`config.mk`:
```
export PLATFORM = sky130hd
export DESIGN_NAME = cft_top
export DESIGN_NICKNAME = d
export VERILOG_FILES = /design/src/logic/cft_pkg.sv /design/src/logic/cft_filter.sv /design/src/logic/cft_top.sv
export SDC_FILE = /design/constraint.sdc
export NUM_CORES = 1
export LEC_CHECK = 0
export BUFFER_PORTS_ARGS = -buffer_cell sky130_fd_sc_hd__buf_2
export CAP_MARGIN = 0
export CORE_ASPECT_RATIO = 1.25
export CORE_MARGIN = 3
export CORE_UTILIZATION = 35
export DETAILED_ROUTE_END_ITERATION = 8
export GPL_TIMING_DRIVEN = 1
export PLACE_DENSITY = 0.6
export SLEW_MARGIN = 20
export SYNTH_ARGS = -nofsm -noshare
export SYNTH_HDL_FRONTEND = slang
export SYNTH_SLANG_ARGS = --single-unit
```
`constraint.sdc`:
```
create_clock -name clk_i -period 3.1 [get_ports clk_i]
set_input_delay 0.62 -clock clk_i [delete_from_list [all_inputs] [get_ports clk_i]]
set_output_delay 0.62 -clock clk_i [all_outputs]
set_load 0.02 [all_outputs]
```
`src/logic/cft_pkg.sv`:
```
`default_nettype none
package cft_pkg;
   localparam int ADR_W = 8;
   localparam logic [7:0] ADR_CTL0 = 8'h00;
   localparam logic [7:0] ADR_CTL1 = 8'h04;
   localparam logic [7:0] ADR_BT0 = 8'h08;
   localparam logic [7:0] ADR_BT1 = 8'h0C;
   localparam logic [7:0] ADR_ACC = 8'h10;
   localparam logic [7:0] ADR_STAT = 8'h14;
   localparam logic [7:0] ADR_TXTS = 8'h18;
   localparam logic [7:0] ADR_RXTS = 8'h1C;
   localparam logic [7:0] ADR_ERR = 8'h20;
   localparam logic [7:0] ADR_CODE = 8'h40;
   localparam logic [7:0] ADR_MASK = 8'h60;
   localparam logic [7:0] ADR_ARR_MSK = 8'hE3;
   // control_zero fields
   localparam int C0_INIT_REQUEST = 0;
   localparam int C0_TIME = 1;
   // control_one fields
   localparam int C1_INIT_ACKNOWLEDGE = 0;
   localparam int C1_CLOCK_SOURCE_SELECT = 6;
   localparam int C1_ENABLE = 7;
   // acceptance_control fields
   localparam int ACC_MODE_LO = 4;
   localparam int STAT_RXF = 0;
   localparam logic [7:0] RST_CTL0 = 8'h01;
   localparam logic [7:0] RST_CTL1 = 8'h00;
   localparam logic [7:0] RST_BT = 8'h00;
   localparam logic [7:0] RST_BYTE = 8'h00;
   localparam int TS_W = 16;
   localparam int ERR_W = 8;
   localparam int BRP_W = 6;
   localparam int TQ_W = 4;
   localparam logic [TQ_W-1:0] TQ_ONE = 4'h1;
   localparam logic [TQ_W-1:0] TQ_ZERO = 4'h0;
   typedef enum logic [1:0] {
      CFT_TWO32 = 2'b00,
      CFT_FOUR16 = 2'b01,
      CFT_EIGHT8 = 2'b10,
      CFT_CLOSED = 2'b11
   } cft_mode_type;
   typedef enum {
      CFT_SYNC,
      CFT_SEG1,
      CFT_SEG2
   } cft_seg_type;
endpackage
`default_nettype wire

```
`src/logic/cft_filter.sv`:
```
`timescale 1ns/10ps
`default_nettype none
module cft_filter (
   input wire logic [63:0] code_i,
   input wire logic [63:0] mask_i,
   input wire cft_pkg::cft_mode_type mode_i,
   input wire logic [28:0] id_i,
   input wire logic ide_i,
   input wire logic rtr_i,
   input wire logic srr_i,
   output logic hit_o,
   output logic [2:0] index_o
);
   import cft_pkg::*;
   logic [31:0] w;
   logic [31:0] care;
   logic [7:0] hits;

   // mask bit set means the bit is ignored
   function automatic logic fmatch(input logic [31:0] c, input logic [31:0] m,
                                   input logic [31:0] d, input logic [31:0] k);
      fmatch = &(~(c ^ d) | m | ~k);
   endfunction

   // identifier laid out as the four identifier bytes of a buffer
   always_comb begin
      if (ide_i) begin
         w = {id_i[28:18], srr_i, ide_i, id_i[17:0], rtr_i};
         care = 32'hFFFF_FFFF;
      end else begin
         w = {id_i[10:0], rtr_i, ide_i, 19'h0_0000};
         care = 32'hFFF8_0000;
      end
   end

   always_comb begin
      hits = 8'h00;
      unique case (mode_i)
         CFT_TWO32: begin
            for (int b = 0; b < 2; b++) begin
               hits[b] = fmatch(code_i[63-32*b -: 32], mask_i[63-32*b -: 32],
                                w, care);
            end
         end
         CFT_FOUR16: begin
            for (int f = 0; f < 4; f++) begin
               hits[f] = fmatch({code_i[63-16*f -: 16], 16'h0000},
                                {mask_i[63-16*f -: 16], 16'h0000},
                                w, {care[31:16], 16'h0000});
            end
         end
         CFT_EIGHT8: begin
            for (int f = 0; f < 8; f++) begin
               hits[f] = fmatch({code_i[63-8*f -: 8], 24'h00_0000},
                                {mask_i[63-8*f -: 8], 24'h00_0000},
                                w, 32'hFF00_0000);
            end
         end
         CFT_CLOSED: hits = 8'h00;
      endcase
   end

   // lowest matching filter wins
   always_comb begin
      index_o = 3'h0;
      for (int i = 7; i >= 0; i--) begin
         if (hits[i]) begin
            index_o = i[2:0];
         end
      end
      hit_o = |hits;
   end
endmodule // cft_filter
`default_nettype wire

```
`src/logic/cft_top.sv`:
```
`timescale 1ns/10ps
`default_nettype none
// Function
// - received standard or extended identifiers are compared to maskable patterns
// - acceptance sets receive-full and loads the three-bit filter hit index
// - with several matching filters the lowest numbered one is reported
// - two-filter mode matches 32-bit banks; bank 0 hit 0, bank 1 hit 1
// - four-filter mode matches 16-bit halves; hits 0,1 and 2,3
// - eight-filter mode matches first 8 identifier bits; hits 0 to 7
// - closed mode never moves a message nor sets receive-full
// - error counters cannot be written by any register access
// - configuration writes work only with init request and acknowledge set
// - transmit pin goes recessive at once in power-down or init mode
// - module enable takes only the first write after reset in normal modes
// - clock source select picks oscillator or bus clock as protocol clock
// - prescaler divides protocol clock into the time quantum
// - every bit starts with a one-quantum synchronization segment
// - first time segment is programmable from 1 to 16 quanta
// - second time segment is programmable from 1 to 8 quanta
// - resynchronization jump width is programmable from 1 to 4 quanta
// - new bits are driven at transmit point, sampled at sample point
// - each segment field holds the length in quanta minus one
// - with stamping on, timer is captured at end of accepted received frames and of transmitted frames
// - receive-full is set only for a correct frame that passed the filter
module cft_top (
   input wire logic clk_i,
   input wire logic rst_i,
   input wire logic wb_cyc_i,
   input wire logic wb_stb_i,
   input wire logic wb_we_i,
   input wire logic [cft_pkg::ADR_W-1:0] wb_adr_i,
   input wire logic [3:0] wb_sel_i,
   input wire logic [31:0] wb_dat_i,
   output logic [31:0] wb_dat_o,
   output logic wb_ack_o,
   input wire logic special_mode_i,
   input wire logic power_down_i,
   input wire logic osc_tick_i,
   input wire logic rx_pin_i,
   input wire logic tx_bit_i,
   output logic tx_pin_o,
   output logic tq_tick_o,
   output logic sample_point_o,
   output logic transmit_point_o,
   output logic rx_bit_o,
   input wire logic frame_ok_i,
   input wire logic frame_tx_i,
   input wire logic [28:0] rx_id_i,
   input wire logic rx_ide_i,
   input wire logic rx_rtr_i,
   input wire logic rx_srr_i,
   input wire logic [cft_pkg::TS_W-1:0] timer_i,
   input wire logic [cft_pkg::ERR_W-1:0] rx_err_cnt_i,
   input wire logic [cft_pkg::ERR_W-1:0] tx_err_cnt_i,
   output logic rx_move_o,
   output logic rx_full_flag_o,
   output logic [2:0] filter_hit_index_o
);
   import cft_pkg::*;
   logic ack_q;
   logic [31:0] rdat_q;
   logic [7:0] control_zero_q;
   logic [7:0] control_one_q;
   logic [7:0] bit_timing_zero_q;
   logic [7:0] bit_timing_one_q;
   logic [7:0] acceptance_control_q;
   logic [63:0] code_q;
   logic [63:0] mask_q;
   logic init_ack_q;
   logic enable_written_q;
   logic rx_full_q;
   logic [2:0] hit_q;
   logic move_q;
   logic [TS_W-1:0] tx_stamp_q;
   logic [TS_W-1:0] rx_stamp_q;
   logic wr;
   logic cfg_open;
   logic filt_hit;
   logic [2:0] filt_idx;
   logic accept;
   logic [7:0] wbyte;
   logic [3:0] aidx;
   logic [7:0] abyte;
   logic pclk_en;
   logic [BRP_W-1:0] pre_q;
   logic tq;
   logic running;
   cft_seg_type seg_q;
   logic [TQ_W:0] cnt_q;
   logic [TQ_W:0] seg1_end_q;
   logic rx_prev_q;
   logic fall;
   logic [2:0] smp_q;
   logic rx_bit_q;
   logic tx_bit_q;
   logic samp_q;
   logic xmit_q;
   logic [TQ_W-1:0] sjw_len;
   logic [TQ_W-1:0] seg2_len;
   logic [TQ_W:0] seg1_len;
   logic seg1_done;
   logic seg2_done;

   function automatic logic [3:0] fbyte_index(input logic [ADR_W-1:0] a);
      fbyte_index = {a[4], a[3], a[2], 1'b0} >> 1;
   endfunction

   function automatic logic [63:0] fput(input logic [63:0] v,
                                        input logic [2:0] i,
                                        input logic [7:0] b);
      logic [63:0] r;
      r = v;
      r[63-8*i -: 8] = b;
      fput = r;
   endfunction

   function automatic logic [TQ_W:0] fnext(input logic [TQ_W:0] c);
      fnext = c + {1'b0, TQ_ONE};
   endfunction

   // fields stored minus one, so the length is the field plus one
   assign sjw_len = {2'b00, bit_timing_zero_q[7:6]} + TQ_ONE;
   assign seg1_len = {1'b0, bit_timing_one_q[3:0]} + 5'h01;
   assign seg2_len = {1'b0, bit_timing_one_q[6:4]} + TQ_ONE;

   // ---------------- wishbone slave ----------------
   assign wr = wb_cyc_i & wb_stb_i & wb_we_i & ack_q & wb_sel_i[0];
   assign wbyte = wb_dat_i[7:0];
   assign cfg_open = control_zero_q[C0_INIT_REQUEST] & init_ack_q;
   assign aidx = fbyte_index(wb_adr_i);
   assign abyte = {wb_adr_i[ADR_W-1:5], 5'h00} & ADR_ARR_MSK;

   always_ff @(posedge clk_i) begin
      if (rst_i) begin
         ack_q <= 1'b0;
      end else begin
         ack_q <= wb_cyc_i & wb_stb_i & ~ack_q;
      end
   end

   // unmapped offsets read zero; error counters only read
   always_ff @(posedge clk_i) begin
      if (rst_i) begin
         rdat_q <= 32'h0000_0000;
      end else if (wb_cyc_i & wb_stb_i & ~ack_q) begin
         rdat_q <= 32'h0000_0000;
         unique case (wb_adr_i)
            ADR_CTL0: rdat_q[7:0] <= control_zero_q;
            ADR_CTL1: rdat_q[7:0] <= {control_one_q[7:1], init_ack_q};
            ADR_BT0: rdat_q[7:0] <= bit_timing_zero_q;
            ADR_BT1: rdat_q[7:0] <= bit_timing_one_q;
            ADR_ACC: rdat_q[7:0] <= {acceptance_control_q[7:3], hit_q};
            ADR_STAT: rdat_q[STAT_RXF] <= rx_full_q;
            ADR_TXTS: rdat_q[TS_W-1:0] <= tx_stamp_q;
            ADR_RXTS: rdat_q[TS_W-1:0] <= rx_stamp_q;
            ADR_ERR: rdat_q[15:0] <= {tx_err_cnt_i, rx_err_cnt_i};
            default: begin
               if (abyte == ADR_CODE) begin
                  rdat_q[7:0] <= code_q[63-8*aidx[2:0] -: 8];
               end else if (abyte == ADR_MASK) begin
                  rdat_q[7:0] <= mask_q[63-8*aidx[2:0] -: 8];
               end
            end
         endcase
      end
   end
   assign wb_ack_o = ack_q;
   assign wb_dat_o = rdat_q;

   always_ff @(posedge clk_i) begin
      if (rst_i) begin
         control_zero_q <= RST_CTL0;
      end else if (wr && wb_adr_i == ADR_CTL0) begin
         control_zero_q <= wbyte;
      end
   end

   // acknowledge follows the request one cycle later
   always_ff @(posedge clk_i) begin
      if (rst_i) begin
         init_ack_q <= 1'b0;
      end else begin
         init_ack_q <= control_zero_q[C0_INIT_REQUEST];
      end
   end

   // enable is write-once outside special mode so a stray store cannot take the node off the bus
   always_ff @(posedge clk_i) begin
      if (rst_i) begin
         control_one_q <= RST_CTL1;
         enable_written_q <= 1'b0;
      end else if (wr && wb_adr_i == ADR_CTL1 && cfg_open) begin
         if (~enable_written_q | special_mode_i) begin
            control_one_q[C1_ENABLE] <= wbyte[C1_ENABLE];
         end
         enable_written_q <= 1'b1;
         control_one_q[6:0] <= {wbyte[6:1], 1'b0};
      end
   end

   // the error counters have no write path at all
   always_ff @(posedge clk_i) begin
      if (rst_i) begin
         bit_timing_zero_q <= RST_BT;
         bit_timing_one_q <= RST_BT;
         acceptance_control_q <= RST_BYTE;
         code_q <= 64'h0000_0000_0000_0000;
         mask_q <= 64'h0000_0000_0000_0000;
      end else if (wr & cfg_open) begin
         if (wb_adr_i == ADR_BT0) begin
            bit_timing_zero_q <= wbyte;
         end
         if (wb_adr_i == ADR_BT1) begin
            bit_timing_one_q <= wbyte;
         end
         if (wb_adr_i == ADR_ACC) begin
            acceptance_control_q <= {2'b00, wbyte[5:4], 4'h0};
         end
         if (abyte == ADR_CODE) begin
            code_q <= fput(code_q, aidx[2:0], wbyte);
         end
         if (abyte == ADR_MASK) begin
            mask_q <= fput(mask_q, aidx[2:0], wbyte);
         end
      end
   end

   // ---------------- acceptance ----------------
   cft_filter u_filter (
      .code_i(code_q),
      .mask_i(mask_q),
      .mode_i(cft_mode_type'(acceptance_control_q[ACC_MODE_LO +: 2])),
      .id_i(rx_id_i),
      .ide_i(rx_ide_i),
      .rtr_i(rx_rtr_i),
      .srr_i(rx_srr_i),
      .hit_o(filt_hit),
      .index_o(filt_idx)
   );

   // a frame only moves when foreground is free
   assign accept = frame_ok_i & filt_hit & ~rx_full_q;

   // set wins over a same-cycle software clear
   always_ff @(posedge clk_i) begin
      if (rst_i) begin
         rx_full_q <= 1'b0;
      end else if (accept) begin
         rx_full_q <= 1'b1;
      end else if (wr && wb_adr_i == ADR_STAT && wbyte[STAT_RXF]) begin
         rx_full_q <= 1'b0;
      end
   end

   always_ff @(posedge clk_i) begin
      if (rst_i) begin
         hit_q <= 3'h0;
         move_q <= 1'b0;
      end else begin
         move_q <= accept;
         if (accept) begin
            hit_q <= filt_idx;
         end
      end
   end

   always_ff @(posedge clk_i) begin
      if (rst_i) begin
         rx_stamp_q <= 16'h0000;
         tx_stamp_q <= 16'h0000;
      end else if (control_zero_q[C0_TIME]) begin
         if (accept) begin
            rx_stamp_q <= timer_i;
         end
         if (frame_tx_i) begin
            tx_stamp_q <= timer_i;
         end
      end
   end
   assign rx_move_o = move_q;
   assign rx_full_flag_o = rx_full_q;
   assign filter_hit_index_o = hit_q;

   // ---------------- bit timing ----------------
   // bus clock runs every cycle; oscillator arrives as an enable
   assign pclk_en = control_one_q[C1_CLOCK_SOURCE_SELECT] | osc_tick_i;
   assign running = control_one_q[C1_ENABLE] & ~init_ack_q & ~power_down_i;
   assign tq = pclk_en && pre_q == bit_timing_zero_q[5:0];
   assign fall = rx_prev_q & ~rx_pin_i;
   assign seg1_done = seg_q == CFT_SEG1 && fnext(cnt_q) >= seg1_end_q;
   // an early fall ends segment two once the remaining part fits the jump
   assign seg2_done = seg_q == CFT_SEG2 &&
                      (fnext(cnt_q) >= {1'b0, seg2_len} ||
                       (fall && {1'b0, seg2_len} - cnt_q <= {1'b0, sjw_len}));

   always_ff @(posedge clk_i) begin
      if (rst_i || !running) begin
         pre_q <= 6'h00;
      end else if (tq) begin
         pre_q <= 6'h00;
      end else if (pclk_en) begin
         pre_q <= pre_q + 6'h01;
      end
   end

   always_ff @(posedge clk_i) begin
      if (rst_i) begin
         rx_prev_q <= 1'b1;
      end else begin
         rx_prev_q <= rx_pin_i;
      end
   end

   // resync stretches segment one or cuts segment two by at most the jump
   // count is one bit wider so a stretched 16-quantum segment still ends
   always_ff @(posedge clk_i) begin
      if (rst_i || !running) begin
         seg_q <= CFT_SYNC;
         cnt_q <= {1'b0, TQ_ZERO};
         seg1_end_q <= 5'h00;
         samp_q <= 1'b0;
         xmit_q <= 1'b0;
      end else begin
         samp_q <= 1'b0;
         xmit_q <= 1'b0;
         if (fall && seg_q == CFT_SEG1) begin
            seg1_end_q <= seg1_len + ((fnext(cnt_q) < {1'b0, sjw_len}) ?
                          fnext(cnt_q) : {1'b0, sjw_len});
         end
         if (tq) begin
            unique case (seg_q)
               CFT_SYNC: begin
                  seg_q <= CFT_SEG1;
                  cnt_q <= {1'b0, TQ_ZERO};
                  seg1_end_q <= seg1_len;
               end
               CFT_SEG1: begin
                  if (seg1_done) begin
                     seg_q <= CFT_SEG2;
                     cnt_q <= {1'b0, TQ_ZERO};
                     samp_q <= 1'b1;
                  end else begin
                     cnt_q <= fnext(cnt_q);
                  end
               end
               CFT_SEG2: begin
                  if (seg2_done) begin
                     seg_q <= CFT_SYNC;
                     cnt_q <= {1'b0, TQ_ZERO};
                     xmit_q <= 1'b1;
                  end else begin
                     cnt_q <= fnext(cnt_q);
                  end
               end
            endcase
         end
      end
   end

   // triple sampling takes a majority of the last three quanta
   always_ff @(posedge clk_i) begin
      if (rst_i) begin
         smp_q <= 3'b111;
         rx_bit_q <= 1'b1;
      end else if (tq) begin
         smp_q <= {smp_q[1:0], rx_pin_i};
         if (seg1_done) begin
            rx_bit_q <= bit_timing_one_q[7] ?
                        (smp_q[1] & smp_q[0]) | (smp_q[1] & rx_pin_i) |
                        (smp_q[0] & rx_pin_i) : rx_pin_i;
         end
      end
   end

   always_ff @(posedge clk_i) begin
      if (rst_i || !running) begin
         tx_bit_q <= 1'b1;
      end else if (tq && seg2_done) begin
         tx_bit_q <= tx_bit_i;
      end
   end

   // gated straight from the mode bits so no extra cycle of dominant leaks
   assign tx_pin_o = tx_bit_q | control_zero_q[C0_INIT_REQUEST] |
                     init_ack_q | power_down_i;
   assign tq_tick_o = tq;
   assign sample_point_o = samp_q;
   assign transmit_point_o = xmit_q;
   assign rx_bit_o = rx_bit_q;

   // ---------------- checks ----------------
   a_closed_no_move: assert property (@(posedge clk_i) disable iff (rst_i)
      acceptance_control_q[5:4] == 2'b11 |-> !accept)
      else $error("closed filter accepted a frame");
   a_full_needs_hit: assert property (@(posedge clk_i) disable iff (rst_i)
      $rose(rx_full_q) |-> $past(frame_ok_i) && $past(filt_hit))
      else $error("receive full without accepted frame");
   a_hit_index_load: assert property (@(posedge clk_i) disable iff (rst_i)
      accept |=> hit_q == $past(filt_idx) && rx_full_q)
      else $error("hit index not loaded");
   a_cfg_locked: assert property (@(posedge clk_i) disable iff (rst_i)
      !cfg_open |=> $stable(bit_timing_one_q) && $stable(code_q) &&
      $stable(control_one_q))
      else $error("config changed while online");
   a_tx_recessive: assert property (@(posedge clk_i) disable iff (rst_i)
      (power_down_i || control_zero_q[C0_INIT_REQUEST]) |-> tx_pin_o)
      else $error("transmit pin not recessive");
   a_enable_once: assert property (@(posedge clk_i) disable iff (rst_i)
      enable_written_q && !special_mode_i |=>
      $stable(control_one_q[C1_ENABLE]))
      else $error("module enable rewritten");
   a_sync_one_tq: assert property (@(posedge clk_i) disable iff (rst_i)
      running && tq && seg_q == CFT_SYNC |=> seg_q == CFT_SEG1)
      else $error("sync segment not one quantum");
   a_sample_then_tx: assert property (@(posedge clk_i) disable iff (rst_i)
      samp_q |-> !xmit_q && seg_q == CFT_SEG2 && cnt_q == {1'b0, TQ_ZERO}
      ##1 seg_q != CFT_SEG1)
      else $error("sample point out of place");
   a_filter_prio: assert property (@(posedge clk_i) disable iff (rst_i)
      accept && filt_idx != 3'h0 |-> !u_filter.hits[0])
      else $error("lower filter not preferred");
endmodule // cft_top
`default_nettype wire

```
==> results of run 1 <==
[worst max path at each step]
stage / from / to / slack [ns] / cells after the start
after global routing: bit_timing_zero_q[6] / seg1_end_q[4] / -0.14 / 14
final: bit_timing_zero_q[7] / seg1_end_q[4] / -0.02 / 14
after detailed placement: rx_ide_i / rx_stamp_q[14] / -0.29 / 13
after global placement: rx_ide_i / rx_stamp_q[4] / -0.25 / 14
after CTS: bit_timing_zero_q[6] / seg1_end_q[4] / -0.05 / 15
after floorplan: bit_timing_zero_q[6] / seg1_end_q[4] / -0.06 / 14
[synth_stat cells, types with 7 or more instances]
cell	instances	area, sq um
sky130_fd_sc_hd__clkbuf_1	79	297
sky130_fd_sc_hd__xnor2_1	37	324
sky130_fd_sc_hd__nand2_1	180	676
sky130_fd_sc_hd__dfxtp_1	242	4840
sky130_fd_sc_hd__ha_1	33	413
sky130_fd_sc_hd__a222oi_1	12	120
sky130_fd_sc_hd__a22o_1	7	61.3
sky130_fd_sc_hd__nand3_1	63	315
sky130_fd_sc_hd__nand3b_1	14	105
sky130_fd_sc_hd__xor2_1	85	744
sky130_fd_sc_hd__a22oi_1	7	52.6
sky130_fd_sc_hd__nand2b_1	7	43.8
sky130_fd_sc_hd__mux4_2	39	878
sky130_fd_sc_hd__mux2i_1	150	1500
sky130_fd_sc_hd__o22ai_1	30	188
sky130_fd_sc_hd__a21oi_1	115	576
sky130_fd_sc_hd__buf_2	7	35.0
sky130_fd_sc_hd__a211oi_1	15	113
sky130_fd_sc_hd__mux2i_4	8	180
sky130_fd_sc_hd__buf_4	17	128
sky130_fd_sc_hd__nor2_1	171	642
sky130_fd_sc_hd__o21ai_0	40	200
sky130_fd_sc_hd__a21bo_2	13	130
sky130_fd_sc_hd__a21o_1	12	90.1
sky130_fd_sc_hd__inv_1	46	173
sky130_fd_sc_hd__nor2b_1	18	113
sky130_fd_sc_hd__nor3_1	15	75.1
[per-layer routing]
layer | vias up | GRT usage | part of all wire
li1 | 5950 | - | -
met1 | 6238 | 0.276 | 0.39
met2 | 477 | 0.400 | 0.49
met3 | 172 | 0.0309 | 0.053
met4 | 4 | 0.129 | 0.063
met5 | - | 0 | 0.00028
[where the power goes]
| part | switching (mW) | internal, mW | leakage, nW |
|---|---|---|---|
| clock network | 1.34 | 1.71 | 0.396 |
| logic | 0.474 | 0.307 | 4.43 |
| registers | 0.00968 | 3.13 | 1.95 |
| total | 1.82 | 5.15 | 6.78 |
[placed cells by master, fill, tap and decap left out, drive strengths merged, types with 13 or more instances in the layout]
cell type,netlist,layout
a211oi,16,16
a21bo,13,13
a21oi,115,115
buf,33,267
clkbuf,79,41
conb,1,17
dfxtp,242,242
ha,33,33
inv,47,49
mux2i,161,161
mux4,39,39
nand2,180,180
nand3,63,63
nand3b,14,14
nor2,171,171
nor2b,18,18
nor3,15,15
o21ai,41,41
o22ai,30,30
xnor2,37,37
xor2,86,86
[sequential cells by signal, summed over array words and instances (netlist names), 2 cells and up]
name                  count
smp_q                     2
bit_timing_one_q          8
wb_dat_o                 16
seg1_end_q                5
rx_stamp_q               16
bit_timing_zero_q         8
seg_q                     2
filter_hit_index_o        3
pre_q                     6
code_q                   64
tx_stamp_q               16
control_one_q             7
mask_q                   64
cnt_q                     5
control_zero_q            8
acceptance_control_q      2
[area by class of cell]
type / instances / area [sq um] / share of cell area
clock buffers: 41 / 768 / 0.0450
clock inverters: 6 / 53.8 / 0.00315
inverters: 48 / 185 / 0.0108
diodes: 3 / 7.51 / 0.000439
well taps: 498 / 623 / 0.0365
flip-flops and latches: 242 / 4850 / 0.284
multi-input cells: 1189 / 8680 / 0.508
repair buffers: 267 / 1920 / 0.112
[what timing repair did]
item                                    in CTS  in global routing
gates cloned                                 0                  0
pin swaps                                   11                 12
resized for setup                           14                 13
setup buffers                                0                  3
endpoints found under the setup margin       9                 12
hold buffers                                 0                  0
[tightest hold or removal path, delay by kind of cell]
| kind | cells | cell delay [ns] |
|---|---|---|
| buffers and inverters | 1 | 0.10 |
| AND/OR/NAND/NOR | 1 | 0.05 |
| AO/OA/AOI/OAI | 1 | 0.05 |
[logic make-up (layout without fill, tap and decap cells)]
| logic type | after synthesis | in the layout | share of synthesized area |
|---|---|---|---|
| adder cells (fa/ha/maj) | 35 | 35 | 0.0323 |
| buffers and inverters | 160 | 362 | 0.0513 |
| AND/OR/NAND/NOR | 498 | 498 | 0.156 |
| multiplexers | 205 | 205 | 0.189 |
| XOR/XNOR | 123 | 123 | 0.0772 |
| AO/OA/AOI/OAI | 311 | 311 | 0.148 |
| flip-flops | 242 | 242 | 0.345 |
| other | 1 | 20 | 0.000267 |
==> results by stage, run 1 <==
Min path:
- The end point of the most critical hold path is tx_stamp_q[1].
- The beginning of the worst hold path is timer_i[1].
- The number of cells on the worst hold path is 3.
- The kind of path behind the tightest hold check is in2reg.

Timing:
- Measured against its own limit, the worst slew margin works out to 0.498.
- The final worst hold slack is 0.308 ns.
- Dividing the final minimum period by the clock period gives 1.01.
- The worst path in the final design needs a cycle of around 3.1 ns, including I/O delays and setup.
- Once routing completed, OpenROAD measured the worst setup slack at -0.0243 ns.
- Setup total negative slack on the finished layout was measured at -0.0243 ns.
- Derived from the worst setup path, the maximum achievable clock frequency is 320 MHz.
- The number of pins exceeding their max-slew limit in the final report is 0.
- Setup repair after global routing could not meet its margin everywhere.
- Between clock sinks in the finished design, the worst skew comes to approximately 0.014 ns.
- The pin slew with the least headroom to its limit is 0.753 ns.
- The final-report hold violation count is 0.
- The number of setup violations in the final report is 1.

Critical path:
- The type of origin of the critical path is a register.
- The required time of the worst setup path is 3.53 ns.
- Measured in cells, the most critical reg-to-reg path has a length of 14.
- Traced cell by cell, the critical path runs through ha_4 > inv_4 > ha_4 > a21boi_2 > o21ai_1 > or4b_4 > mux2_4 > fa_2 > a21o_1 > a21o_1 > nand3_1 > o21ai_1 > a21oi_1 > nor2_1.
- The worst register-to-register path has a setup slack of -0.02 ns.
- For the worst setup path, the data arrival time is ~3.6 ns.
- Along the worst path, the maximum fanout reaches 4.
- The worst setup path is captured at a register.
- The delay of the slowest cell on the worst path is roughly 0.5 ns.
- The startpoint of the worst register-to-register path is bit_timing_zero_q[7].
- The worst setup path is of the reg2reg kind.
- The critical-path cell with the highest stage delay is sky130_fd_sc_hd__or4b_4.
- The number of buffers and inverters on the critical path is 1.
- The family of cells with the greatest summed delay on the critical path is compound AO/OA/AOI/OAI gates.
- In this run the critical register-to-register path is captured at seg1_end_q[4].

Place:
- The placed wire-length estimate is roughly 37 mm.
- The pre-CTS worst setup slack is -0.295 ns.
- The placer's final routability congestion estimate is about 1.
- Once placement completed, the tool counted placed cells totaling 2241.
- Summing all placed instances gives a cell area of 16100 sq um.
- The number of port buffers is 119.

Floorplan:
- The die covers 42600 sq um.
- From left edge to right edge, the die measures ~190 um.
- Pin placement for this block handled 163 I/O pins.
- The placement row count is 81.
- The die is 230 um tall.
- For this configuration, the core starts out at a cell density of 0.356.
- After floorplanning, the core was sized to cover 39400 sq um.

Logic synthesis:
- The fraction of the yosys area taken by sequential cells is 0.345.
- The leading register cell type out of synthesis is sky130_fd_sc_hd__dfxtp_1.
- Counting flops and latches in the post-synthesis netlist gives 242.
- Counting every instance in the synthesized netlist gives 1575.
- Counting flops with an async set or reset pin after synthesis yields a share of 0.
- The yosys synthesis warning count is 0.
- The number of synthesized flops with an enable pin is 0.
- Synthesis instantiated 79 different standard cells from the library.
- The synthesized netlist occupies a cell area of around 14000 sq um.
- A synthesized cell averages 8.92 sq um.

Clocking:
- The tree is rooted in a sky130_fd_sc_hd__clkbuf_16.
- TritonCTS built the clock tree.
- Clock latency on the worst-skew pair, taken at its later pin, is 0.56 ns.
- The clock transition at the registers of the reported paths is around 0.06 ns.
- In this run the number of H-tree levels came out at 1.
- The clock tree buffer depth is 3.
- The clock sink count is ~240.
- Buffers inserted during clock tree synthesis total 27.

Global route:
- For this run, the total global-route usage over all layers was measured as 0.232.
- The number of antenna violations at the first check in global routing is 5.
- The final global-route overflow total is 0.
- The maximum number of pins on one net before global-route repair is roughly 140.
- The global-route wire length before repair is 76.0 mm.
- The number of global-route vias before repair came to 12625.

Final layout:
- The layout cell share with drive strength beyond 1 is 0.230.
- Counting the fill cells in the layout gives 3843.
- Compared with the post-synthesis result, the final layout area differs by 21.7%.
- Once layout is complete, the utilization of the core stands at 0.433.
- The finished cells cover 17100 sq um.
- The number of non-filler instances in the completed layout is 2294.
- In the final design database the tool counted 1930 nets.

Detailed routing:
- The final layout contains routed wiring with a total length of 50.4 mm.
- The per-cell via count in the routed design is about 5.6.
- The antenna violation net count after detailed routing is 0.
- Summing over every cut layer, the via total after detailed routing is 12841.
- The initial detailed-routing violation count is 1053.
- For this run, design rule violations remaining after detail routing come to 0.
- After detailed routing, the average wire length per cell comes to 22.0 um.
- Before antenna repair, the detailed router went through 6 iterations.

Power:
- Power comes to 6.97 mW.
- The power per cell area is 408 nW/um^2.
- The largest vdd supply drop is 0.000352 V.
- The leakage power is 6.78 nW.

Run:
- The tool flagged a number of max-cap violations equal to 0.

Status:
- The checks that failed: setup timing.
- The flow ran to the end, but the final reports show violations.
Note: power is estimated with default switching activity, not from simulation.
==> run 2, diff against run 1 <==
--- a/config.mk
+++ b/config.mk
@@ -5,14 +5,15 @@
 export SDC_FILE = /design/constraint.sdc
 export NUM_CORES = 1
 export LEC_CHECK = 0
+export ABC_AREA = 1
 export BUFFER_PORTS_ARGS = -buffer_cell sky130_fd_sc_hd__buf_2
 export CAP_MARGIN = 0
 export CORE_ASPECT_RATIO = 1.25
 export CORE_MARGIN = 3
-export CORE_UTILIZATION = 35
+export CORE_UTILIZATION = 40
 export DETAILED_ROUTE_END_ITERATION = 8
 export GPL_TIMING_DRIVEN = 1
-export PLACE_DENSITY = 0.6
+export PLACE_DENSITY = 0.66
 export SLEW_MARGIN = 20
 export SYNTH_ARGS = -nofsm -noshare
 export SYNTH_HDL_FRONTEND = slang
==> results by stage, run 2 <==
Status:
- The run finished with clean final reports.

Clocking:
- The clock transition at the registers of the reported paths is 0.06 ns (about the same).
- The root buffer cell is sky130_fd_sc_hd__clkbuf_16.
- The clock latency on the worst-skew pair is 0.57 ns (about the same).
- The number of levels in the clock H-tree is 1 (unchanged).
- The clock tree buffer depth is 3 (unchanged).
- The total setup buffers inserted after CTS is 0 (unchanged).
- The clock sink count is 242 (unchanged).
- TritonCTS built the clock tree.
- The total clock buffers created by CTS was 28 (+3.7%).

Critical path:
- The launch point of the critical path is cnt_q[0].
- The required time of the worst setup path is 3.51 ns (-0.02 ns).
- The data arrival time of the critical path is 3.40 ns (-0.16 ns).
- The most critical setup path has its endpoint at seg1_end_q[4].
- STA classifies the critical path startpoint as a register.
- The delay of the slowest cell on the worst path is 0.36 ns (-0.14 ns).
- By startpoint and endpoint, the worst setup path is classified as reg2reg.
- On the critical path, the stage with the largest delay is an instance of sky130_fd_sc_hd__fa_2.
- The worst reg-to-reg setup slack is 0.12 ns (+0.14 ns).
- STA classifies the critical path endpoint as a register.
- On the critical path the largest part of the delay comes from adder cells.
- The cell count along the critical path came to 17 (+3).
- The capturing point of the worst reg2reg path is seg1_end_q[4].
- The maximum fanout count along the critical path is 5 (+1).
- The startpoint of the worst register-to-register path is cnt_q[0].
- The logic depth of the worst register-to-register path is 17 (+3).
- The worst path buffer plus inverter count was 1 (unchanged).
- The critical path goes through ha_2 > nand3_1 > xor2_1 > nor2_1 > o2111ai_1 > nand3_1 > buf_4 > o21ai_0 > ha_2 > fa_2 > nand2_1 > nand2_1 > a21oi_1 > xnor2_1 > nor2_1 > a211oi_2 > a211oi_1.

Final layout:
- The layout cell share with drive strength beyond 1 is 0.113 (-0.117).
- The post-layout instance area is 16700 sq um (-2.3%).
- The most common library cell in the layout ignoring fill and taps is sky130_fd_sc_hd__nand2_1.
- The growth of design area from synthesis to finish is 15.7%.
- The top cell types in the final layout, fill and taps aside, are 461 x sky130_fd_sc_hd__nand2_1, 304 x sky130_fd_sc_hd__inv_1, 241 x sky130_fd_sc_hd__dfxtp_1.
- The multi-input logic area is 7930 sq um (-8.7%).
- The area occupied by registers came to 4850 sq um (-0.10%).
- The number of nets in the final layout is 2498 (+29%).
- The largest registers in the layout are code_q (64), mask_q (64).
- The number of filler cells placed in the layout is 3776 (-1.7%).

Floorplan:
- The top-level port count is 163 (unchanged).
- The starting utilization of the core area is 0.407 (+0.0507).
- The area inside the core boundary is 35500 sq um (-10%).
- The die outline width is 176 um (-5.0%).
- The placement row count is 77 (-4.9%).
- The total die area is 38400 sq um (-9.8%).
- The overall die height came to 218 um (-5.1%).

Place:
- The placed wire-length estimate came to 42.6 mm (+14%).
- The pre-CTS worst setup slack is 0.0823 ns (+0.377 ns).
- The placement-stage cell area was 15700 sq um (-2.6%).
- The placer's final routability congestion estimate is 0.976 (-1.8%).
- The number of port buffers is 119 (unchanged).

Logic synthesis:
- sky130_fd_sc_hd__nand2_1 is the most common cell in the netlist.
- The synthesized instance count was 2223 (+41%).
- In the synthesized netlist, the cells that appear most often are 461 x sky130_fd_sc_hd__nand2_1, 305 x sky130_fd_sc_hd__inv_1, 242 x sky130_fd_sc_hd__dfxtp_1, 222 x sky130_fd_sc_hd__a21oi_1, 212 x sky130_fd_sc_hd__nand3_1.
- The register bit total from synthesis is 242 (unchanged).
- The count of unique library cells instantiated by Yosys was 45 (-43%).
- The leading register cell type out of synthesis is sky130_fd_sc_hd__dfxtp_1.
- The yosys synthesis warning count is 0 (unchanged).
- The number of synthesized flops with an enable pin is 0 (unchanged).
- The largest total area in the synthesized netlist belongs to sky130_fd_sc_hd__dfxtp_1.
- By area the synthesized netlist is led by sky130_fd_sc_hd__dfxtp_1 34%, sky130_fd_sc_hd__nand2_1 12%, sky130_fd_sc_hd__inv_1 7.9%.
- The mean cell area of the mapped netlist is 6.49 sq um (-27%).
- The top cell type's share of synthesized area is 0.336 (-0.00918).
- The fraction of the yosys area taken by sequential cells is 0.336 (-0.00918).
- The mapped cell area is 14400 sq um (+2.7%).
- The fraction of registers with async set/reset is 0 (unchanged).

Timing:
- The number of setup violations in the final report came to 0 (-1).
- The maximum clock skew at final layout is 0.0161 ns (+0.00187 ns).
- The final worst setup slack came to 0.119 ns (+0.143 ns).
- The number of pins exceeding their max-slew limit in the final report is 0 (unchanged).
- The clock period minus final worst setup slack is 2.98 ns (-0.143 ns).
- The pin slew with the least headroom to its limit is 0.760 ns (+0.00703 ns).
- The timing-limited maximum frequency came to 335 MHz (+4.8%).
- The share of the clock period used by the worst path after layout is 0.962 (-0.0461).
- The worst relative slew slack is 0.492 (-0.00592).
- The final-report hold violation count is 0 (unchanged).

Power:
- The part of the total power dissipated in sequential elements came to 0.420 (-0.030).
- The largest vdd supply drop is 0.000402 V (+14%).
- The leakage power was 7.30 nW (+7.7%).
- The power after layout came to 7.42 mW (+6.5%).
- The cell-internal power is 5.47 mW (+6.3%).
- The clock network power share is 0.476 (+0.038).
- The power per cell area is 444 nW/um^2 (+9.0%).
- The switching power share of the total is 0.262 (+0.000900).
- The switching component of the power is 1.95 mW (+6.8%).
- The part of the power in combinational logic came to 0.104 (-0.008).

Run:
- The number of max-capacitance violations reported came to 0 (unchanged).

Detailed routing:
- The average routed wire per standard cell was 19.8 um (-9.8%).
- The antenna violation net count after detailed routing is 0 (unchanged).
- The number of remaining DRC errors is 0 (unchanged).
- The per-cell via count in the routed design was 5.51 (-1.6%).
- The detailed-route via count is 15625 (+22%).
- The initial detailed-routing violation count is 1468 (+39%).
- The detailed-routing iteration count for the pre-antenna-repair pass is 6 (unchanged).
- The final wirelength is 56.2 mm (+12%).

Global route:
- The final global-route overflow total is 0 (unchanged).
- The number of antenna violations at the first check in global routing is 1 (-4).
- The number of global-route vias before repair is 14614 (+16%).
- The maximum number of pins on one net before global-route repair came to 93 (-31%).
- The global-route wire length before repair is 85.3 mm (+12%).
- The global-route total usage across every layer is 0.284 (+0.0520).

Min path:
- The kind of path behind the tightest hold check is in2reg.
run 2: repair_timing:
| item | CTS | global route |
|---|---|---|
| hold buffers | 0 | 0 |
| setup endpoints to repair | 0 | 7 |
| gates resized for setup | 0 | 7 |
run 2: power groups by stage:
| stage | combinational [mW] | clock, mW | sequential, mW |
|---|---|---|---|
| final | 0.769 | 3.53 | 3.12 |
| after CTS | 0.753 | 3.58 | 3.12 |
| after detailed placement | 0.749 | 0 | 3.19 |
| after global routing | 0.830 | 3.70 | 3.12 |
| after floorplan | 0.442 | 0 | 3.19 |
| after global placement | 0.746 | 0 | 3.19 |
run 2: stage by stage:
stage | util | TNS [ns] | hold slack, ns | std cells
floorplan | - | 0 | 0.423 | 2239
global placement | 0.443 | 0 | 0.434 | 2787
detailed placement | 0.443 | 0 | 0.439 | 2787
CTS | 0.470 | 0 | 0.285 | 2836
global route | 0.471 | -0.0854 | 0.305 | 2836
finish | 0.471 | 0 | 0.307 | 2837
run 2: cell type report:
type | count | area share
repair buffers | 191 | 0.0711
well taps | 474 | 0.0355
flip-flops and latches | 242 | 0.290
diodes | 1 | 0.000150
clock inverters | 8 | 0.00840
inverters | 312 | 0.0705
multi-input cells | 1568 | 0.475
clock buffers | 41 | 0.0492
run 2: worst reg2reg max path: cells and delay by family, from the launching register on:
family	cells	cell delay (ns)
adder cells (fa/ha/maj)	3	0.78
AO/OA/AOI/OAI	5	0.67
AND/OR/NAND/NOR	6	0.62
flip-flops	1	0.34
XOR/XNOR	2	0.32
buffers and inverters	1	0.13
run 2: layer usage:
metal / track usage / part of all wire
met4: 0.122 / 0.048
met1: 0.371 / 0.42
met5: 0 / 0
met3: 0.0469 / 0.083
met2: 0.464 / 0.45
run 2: worst min path at each step:
| stage | start | to | slack [ns] | cells after the start |
|---|---|---|---|---|
| 2_1_floorplan | tx_stamp_q[0] | tx_stamp_q[0] | 0.42 | 2 |
| 4_1_cts | rx_pin_i | rx_prev_q | 0.28 | 3 |
| 3_5_place_dp | tx_stamp_q[4] | tx_stamp_q[4] | 0.44 | 2 |
| 6_report | rx_pin_i | rx_prev_q | 0.31 | 3 |
| 5_1_grt | rx_pin_i | rx_prev_q | 0.31 | 3 |
| 3_3_place_gp | tx_stamp_q[0] | tx_stamp_q[0] | 0.43 | 2 |
run 2: cells by family after synthesis:
group | count (synthesis) | synth area share
flops | 242 | 0.336
simple gates | 929 | 0.278
xor+xnor | 17 | 0.0103
fa+ha+maj | 35 | 0.0314
mux | 1 | 0.000780
buf+inv | 429 | 0.121
other cells | 1 | 0.000260
compound gates | 569 | 0.223
